## config.mk

```make
export PLATFORM = sky130hd
export DESIGN_NAME = mcadc_host
export DESIGN_NICKNAME = d
export VERILOG_FILES = /design/src/rtl/mcadc_counter.v /design/src/rtl/mcadc_host.v
export VERILOG_INCLUDE_DIRS = /design/src /design/src/rtl
export SDC_FILE = /design/constraint.sdc
export NUM_CORES = 1
export LEC_CHECK = 0
export ABC_AREA = 1
export BUFFER_PORTS_ARGS = -buffer_cell sky130_fd_sc_hd__buf_2
export CORE_MARGIN = 2
export CORE_UTILIZATION = 60
export DETAILED_ROUTE_END_ITERATION = 6
export GPL_TIMING_DRIVEN = 1
export MAX_ROUTING_LAYER = met4
export PLACE_DENSITY = 0.83
export SYNTH_ARGS = -nofsm -noshare
export SYNTH_HDL_FRONTEND = slang
export SYNTH_SLANG_ARGS = --single-unit
```

## constraint.sdc

```tcl
create_clock -name clock -period 2.8 [get_ports clock]
set_input_delay 0.14 -clock clock [delete_from_list [all_inputs] [get_ports clock]]
set_output_delay 0.14 -clock clock [all_outputs]
set_load 0.01 [all_outputs]
```

## src/rtl/mcadc_regs.vh

```
`ifndef MCADC_REGS_VH
`define MCADC_REGS_VH
`define MCADC_CLK_NS        100
`define MCADC_CONV_NS       2000
`define MCADC_GAP_NS        2500
`define MCADC_TRACK_NS      1000
`define MCADC_CONV_CYC      ((`MCADC_CONV_NS + `MCADC_CLK_NS - 1) / `MCADC_CLK_NS)
`define MCADC_GAP_CYC       ((`MCADC_GAP_NS + `MCADC_CLK_NS - 1) / `MCADC_CLK_NS)
`define MCADC_SETUP_CYC     2
`define MCADC_HOLD_CYC      2
`define MCADC_TIMEOUT_CYC   200
`define MCADC_MODE_WAIT     1'b0
`define MCADC_MODE_PIPE     1'b1
`define MCADC_CH_W          3
`define MCADC_DATA_W        8
`define MCADC_LSB_HI        7
`define MCADC_LSB_LO        4
`endif

```

## src/rtl/mcadc_counter.v

```verilog
`timescale 1ns/10ps
`default_nettype none
module mcadc_counter
(
    input  wire       clock,
    input  wire       rst,
    input  wire       load,
    input  wire [7:0] loadValue,
    output reg        expired
);
    reg [7:0] count_r;
    always @(posedge clock or posedge rst)
    begin
        if (rst)
        begin
            count_r <= 8'h00;
            expired <= 1'b1;
        end
        else if (load)
        begin
            count_r <= loadValue;
            expired <= (loadValue == 8'h00);
        end
        else if (count_r != 8'h00)
        begin
            count_r <= count_r - 8'h01;
            expired <= (count_r == 8'h01);
        end
    end
endmodule // mcadc_counter
`default_nettype wire

```

## src/rtl/mcadc_host.v

```verilog
// How it works
// [RQ1] Taking chip select and read strobe both low starts a conversion.
// [RQ2] Channel number drives the select pins in plain binary.
// [RQ3] Wait mode: data is taken only once the device drives its result.
// [RQ4] Channel select pins stay stable while chip select and read are low.
// [RQ5] Wait mode: the read ends once the pending line releases.
// [RQ6] Done line is watched; it clears after chip select rises.
// [RQ7] Wait mode: the read is stretched until pending releases, then captured.
// [RQ8] Pipelined mode: address stays valid across the rising read strobe.
// [RQ9] Pipelined mode: each read returns the previous conversion result.
// [RQ10] Pipelined mode: the pending line is ignored.
// [RQ11] Pipelined mode: done low marks a fresh result for the next read.
// [RQ12] Pipelined mode: the next read fetches fresh data and starts anew.
// [RQ13] Pipelined mode: reads are spaced at least 2.5 us apart.
// [RQ14] Wait mode reads run at least the 2 us conversion time.
// [RQ15] The result byte is returned whole; both nibbles come together.
// [RQ16] Result is natural binary, one step per reference span over 256.
// [RQ17] The device is driven only through chip select, read and address.
// [RQ18] Upper and lower nibbles are handed out as one eight-bit value.
// [RQ19] The data bus is sampled only inside a read cycle.
`timescale 1ns/10ps
`default_nettype none
`include "mcadc_regs.vh"
module mcadc_host
(
    input  wire       clock,
    input  wire       rst,
    input  wire       mode,
    input  wire       reqValid,
    input  wire [2:0] reqChannel,
    output reg        reqReady,
    output reg        rspValid,
    output reg  [7:0] rspData,
    output reg  [3:0] rspHigh,
    output reg  [2:0] rspChannel,
    output reg        rspStale,
    output reg        rspTimeout,
    output reg        chipSelectN,
    output reg        readN,
    output reg  [2:0] channelSelect,
    input  wire [7:0] resultBusIn,
    input  wire       resultBusOe,
    input  wire       pendingIn,
    input  wire       doneN
);
    localparam ST_IDLE  = 3'h0;
    localparam ST_SETUP = 3'h1;
    localparam ST_READ  = 3'h2;
    localparam ST_HOLD  = 3'h3;
    localparam ST_GAP   = 3'h4;

    reg [7:0] busS1_r;
    reg [7:0] busS2_r;
    reg       oeS1_r;
    reg       oeS2_r;
    reg       pendS1_r;
    reg       pendS2_r;
    reg       doneS1_r;
    reg       doneS2_r;
    reg [2:0] state_r;
    reg       mode_r;
    reg       fresh_r;
    reg [2:0] prevChannel_r;
    reg [7:0] waitCount_r;
    reg       tLoad;
    reg [7:0] tValue;
    wire      tExpired;

    function [7:0] cyc8;
        input integer n;
        begin
            cyc8 = n[7:0];
        end
    endfunction

    mcadc_counter u_timer
    (
        .clock     (clock),
        .rst       (rst),
        .load      (tLoad),
        .loadValue (tValue),
        .expired   (tExpired)
    );

    // Pins arrive from another chip, so two flops guard every device input.
    always @(posedge clock or posedge rst)
    begin
        if (rst)
        begin
            busS1_r  <= 8'h00;
            busS2_r  <= 8'h00;
            oeS1_r   <= 1'b0;
            oeS2_r   <= 1'b0;
            pendS1_r <= 1'b1;
            pendS2_r <= 1'b1;
            doneS1_r <= 1'b1;
            doneS2_r <= 1'b1;
        end
        else
        begin
            busS1_r  <= resultBusIn;
            busS2_r  <= busS1_r;
            oeS1_r   <= resultBusOe;
            oeS2_r   <= oeS1_r;
            pendS1_r <= pendingIn;
            pendS2_r <= pendS1_r;
            doneS1_r <= doneN;
            doneS2_r <= doneS1_r;
        end
    end

    always @*
    begin
        tLoad  = 1'b0;
        tValue = 8'h00;
        case (state_r)
            ST_IDLE:
            begin
                tLoad  = reqValid;
                tValue = cyc8(`MCADC_SETUP_CYC);
            end
            ST_SETUP:
            begin
                tLoad  = tExpired;
                tValue = cyc8(`MCADC_CONV_CYC); // [RQ14]
            end
            ST_READ:
            begin
                // The pending line reads high once released, so high ends the stretch.
                tLoad  = tExpired && (mode_r == `MCADC_MODE_PIPE || pendS2_r); // [RQ7]
                tValue = cyc8(`MCADC_HOLD_CYC);
            end
            ST_HOLD:
            begin
                tLoad  = tExpired;
                tValue = cyc8(`MCADC_GAP_CYC); // [RQ13]
            end
            default:
            begin
                tLoad  = 1'b0;
                tValue = 8'h00;
            end
        endcase
    end

    always @(posedge clock or posedge rst)
    begin
        if (rst)
        begin
            state_r       <= ST_IDLE;
            mode_r        <= `MCADC_MODE_WAIT;
            fresh_r       <= 1'b0;
            prevChannel_r <= 3'h0;
            waitCount_r   <= 8'h00;
            reqReady      <= 1'b0;
            rspValid      <= 1'b0;
            rspData       <= 8'h00;
            rspHigh       <= 4'h0;
            rspChannel    <= 3'h0;
            rspStale      <= 1'b0;
            rspTimeout    <= 1'b0;
            chipSelectN   <= 1'b1;
            readN         <= 1'b1;
            channelSelect <= 3'h0;
        end
        else
        begin
            rspValid <= 1'b0;
            reqReady <= (state_r == ST_IDLE) && !reqValid;
            if (!doneS2_r)
                fresh_r <= 1'b1; // [RQ11]
            case (state_r)
                ST_IDLE:
                begin
                    if (reqValid)
                    begin
                        mode_r        <= mode;
                        channelSelect <= reqChannel; // [RQ2]
                        state_r       <= ST_SETUP;
                    end
                end
                ST_SETUP:
                begin
                    if (tExpired)
                    begin
                        chipSelectN <= 1'b0; // [RQ1] [RQ17]
                        readN       <= 1'b0;
                        waitCount_r <= 8'h00;
                        state_r     <= ST_READ;
                    end
                end
                ST_READ:
                begin
                    // [RQ4] channelSelect is left untouched while the strobes are low.
                    if (waitCount_r != 8'hff)
                        waitCount_r <= waitCount_r + 8'h01;
                    if (tLoad)
                    begin
                        // [RQ3] [RQ5] [RQ7] [RQ10] [RQ19]
                        rspData    <= busS2_r; // [RQ15] [RQ16] [RQ18]
                        rspHigh    <= busS2_r[`MCADC_LSB_HI:`MCADC_LSB_LO];
                        rspTimeout <= (mode_r == `MCADC_MODE_WAIT) && !oeS2_r;
                        rspStale   <= (mode_r == `MCADC_MODE_PIPE) && !fresh_r; // [RQ9]
                        rspChannel <= (mode_r == `MCADC_MODE_PIPE) ? prevChannel_r
                                                                   : channelSelect;
                        rspValid   <= 1'b1;
                        chipSelectN <= 1'b1; // [RQ6] [RQ8] address stays through the edge
                        readN      <= 1'b1;
                        // A done seen in the capture cycle wins over the clear.
                        fresh_r    <= !doneS2_r; // [RQ12]
                        prevChannel_r <= channelSelect;
                        state_r    <= ST_HOLD;
                    end
                    else if (waitCount_r == cyc8(`MCADC_TIMEOUT_CYC))
                    begin
                        // A dead device must not hang the bus forever.
                        rspData     <= 8'h00;
                        rspHigh     <= 4'h0;
                        rspTimeout  <= 1'b1;
                        rspStale    <= 1'b0;
                        rspChannel  <= channelSelect;
                        rspValid    <= 1'b1;
                        chipSelectN <= 1'b1;
                        readN       <= 1'b1;
                        state_r     <= ST_HOLD;
                    end
                end
                ST_HOLD:
                begin
                    if (tExpired)
                        state_r <= ST_GAP;
                end
                ST_GAP:
                begin
                    if (tExpired)
                        state_r <= ST_IDLE; // [RQ13]
                end
                default:
                begin
                    state_r <= ST_IDLE;
                end
            endcase
        end
    end
endmodule // mcadc_host
`default_nettype wire

```

==> flow_summary.ini <==
[status]
outcome = finished clean

[clock_tree]
root_buffer = clkbuf_8
clock_sinks = 66
clk_latency_ps = 340
cts_buffers = 9
postCtsSetupBuffers = 0
cts_htree_levels = 3
cts_tree = built
clk_pin_slew_worst_paths_ps = 70
clk_path_buf_depth = 2

[layout]
final_core_util_pct = 73.4
drive_above_1_share_pct = 22.7
area_growth_pct = 19.2
n_antenna_cell = 0
nets = 388
n_fill_cell = 320

[timing]
fin_setup_tns_ps = 0
max-slew-margin-rel_pct = 61.8
setup_violations = 0
timing.final.crit_share_pct = 64.8
final_max_slew_viol_count = 0
fin_skew_ps = 8.80
max_freq_mhz = 552
finalCriticalPeriod_ps = 1810
finalHoldViolCount = 0
rsz0062_at_grt = false
layout_setup_ws_ps = 987
tightest_slew_ps = 572

[worst_setup_path]
ff2ff_setup_slack_ps = 990
reg2regPathDepth = 9
critPathLaunchType = flop
crit_path_end_kind = flop
critPathKind = flop to flop
crit_fanout = 16
required_ps = 3080
crit_arrival_ps = 2090

[drt]
totalWireLength_um = 5520
drt_iter0_markers = 128
wl_per_cell_um = 13.0
vias = 2137
ant_nets = 0
drc = 0
drt_pass1_iterations = 4
via_per_inst = 5.04

[synth]
synth_edf_count = 0
synth_seq_cells = 66
yosysWarnings = 0
synth_nets = 332
yosysSeqAreaShare_pct = 57.8
synth-async-reset-ratio_pct = 100
syn_inst = 309
synth_ff_type = dfrtp_1
netlist_area_mm2 = 0.00287
synth_cell_types = 30
post_synth.cell_area_avg_um2 = 9.29

[grt]
grt_max_degree = 31
grt_pass1_wl_um = 9020
globalRouteOverflowTotal = 0
antenna_found_initial = 0
grt_pass1_vias = 2057
track_usage_pct = 23.2

[floorplanning]
num_rows = 25
core_mm2 = 0.00466
fp.dieW_um = 73.2
die_area_mm2 = 0.00536
initial_utilization_pct = 61.6
io_pins = 42
dieHeight_um = 73.2

[pwr]
leakagePower_nw = 1.80
power_mw = 3.62
p_per_area_mw_per_mm2 = 1060
max-vdd-ir-drop_v = 0.000679

[placement]
place.gp.congestion = 0.880
place_hpwl_um = 3710
pre_cts_slack_ps = 991
io_buffers = 41

[job]
maxCapViolCount = 0

[hold_path]
min_path_cells = 2
hp-class = primary input to flop
[cell usage after synthesis (4+ instances only)]
cell type    n  share of area, %
nand3_1     17               3.0
a21oi_1      6               1.0
nand2_1    103                13
inv_1       26               3.4
xor2_1       7               2.1
nor2_1      22               2.9
dfstp_2      6               5.5
inv_2        4              0.52
buf_4        5               1.3
o21ai_0     12               2.1
nor3_1       5              0.87
dfrtp_1     60                52
o21ai_1      7               1.2
ha_1         5               2.2
[placed cells by master, fill, tap and decap left out]
| master | count |
|---|---|
| a21oi_1 | 6 |
| a21oi_2 | 1 |
| buf_2 | 41 |
| buf_4 | 2 |
| bufinv_16 | 2 |
| clkbuf_8 | 10 |
| clkinv_2 | 1 |
| clkinv_4 | 2 |
| clkinvlp_4 | 1 |
| dfrtp_1 | 60 |
| dfstp_2 | 6 |
| dlygate4sd3_1 | 12 |
| ha_1 | 5 |
| inv_1 | 25 |
| inv_2 | 5 |
| inv_6 | 1 |
| mux2_2 | 1 |
| nand2_1 | 103 |
| nand2_2 | 2 |
| nand2_4 | 3 |
| nand2_8 | 1 |
| nand3_1 | 17 |
| nand3_4 | 1 |
| nand4_1 | 3 |
| nor2_1 | 22 |
| nor2_4 | 3 |
| nor3_1 | 5 |
| o21ai_0 | 12 |
| o21ai_1 | 7 |
| o31ai_1 | 1 |
| or2_2 | 1 |
| xnor2_1 | 1 |
| xor2_1 | 7 |
[report_power, final]
part | internal, mW | switching (mW) | total [mW]
clock | 0.527 | 0.368 | 0.894
combinational | 0.467 | 0.824 | 1.29
sequential | 1.21 | 0.218 | 1.43
total | 2.21 | 1.41 | 3.62
[repair_timing]
| action | 4_1_cts | 5_1_grt |
|---|---|---|
| endpoints found under the hold margin | 35 | 0 |
| hold buffers | 12 | 0 |
| resized for setup | 0 | 0 |
[final cells by class]
type                    instances  area (um2)  area share, %
inverters                      31         121           3.55
multi-input cells             202        1010           29.4
well taps                      54        67.6           1.97
flip-flops and latches         66        1660           48.5
clock buffers                  10         138           4.02
repair buffers                 55         340           9.94
clock inverters                 6        90.1           2.63
[critical path, cell delays in order (launching register included)]
cell and delay, ps:
dfrtp_1 470, nor2_4 240, nand2_4 120, nor2_4 340, nor2_4 150, nand2_2 100
nand2_4 130, inv_2 110, nand2_1 50, nand2_1 50
[kinds of logic after synthesis]
kind of cell	after synthesis	share of synthesized area, %
fa+ha+maj	5	2.18
xor+xnor	8	2.44
compound gates	27	4.92
simple gates	161	25.1
mux	1	0.392
flops	66	57.8
buf+inv	41	7.15
[state kept, by name (all words and copies together) (netlist names), 3 cells and up]
signal / cells
busS1_r: 8
rspChannel: 3
u_timer.count_r: 8
rspData: 8
prevChannel_r: 3
waitCount_r: 8
channelSelect: 3
busS2_r: 8
state_r: 3
[per-layer routing]
layer  vias to the layer above  track usage, %  wire length (um)
met2                        50            38.1              2890
li1                       1074               -                 -
met1                      1005            26.8              2290
met4                         0            7.41                72
met3                         8            7.73               274
met5                         -               -                 0
[stage by stage]
step	cell area (um2)	instances	hold WS, ps
after global placement	3080	396	229
after global routing	3420	424	24.2
after floorplan	2870	309	144
after detailed placement	3080	396	237
after CTS	3420	424	10.9
final	3420	424	13.5
[worst paths after layout]
check | start | endpoint
worst max-delay path | state_r[0] | rspChannel[0]
worst min-delay path | reqValid | reqReady
worst max register to register | state_r[0] | rspChannel[0]
worst min register to register | busS1_r[7] | busS2_r[7]
max in group asynchronous | rst | u_timer.expired
min in group asynchronous | rst | rspData[3]
(Power assumes the default switching activity.)
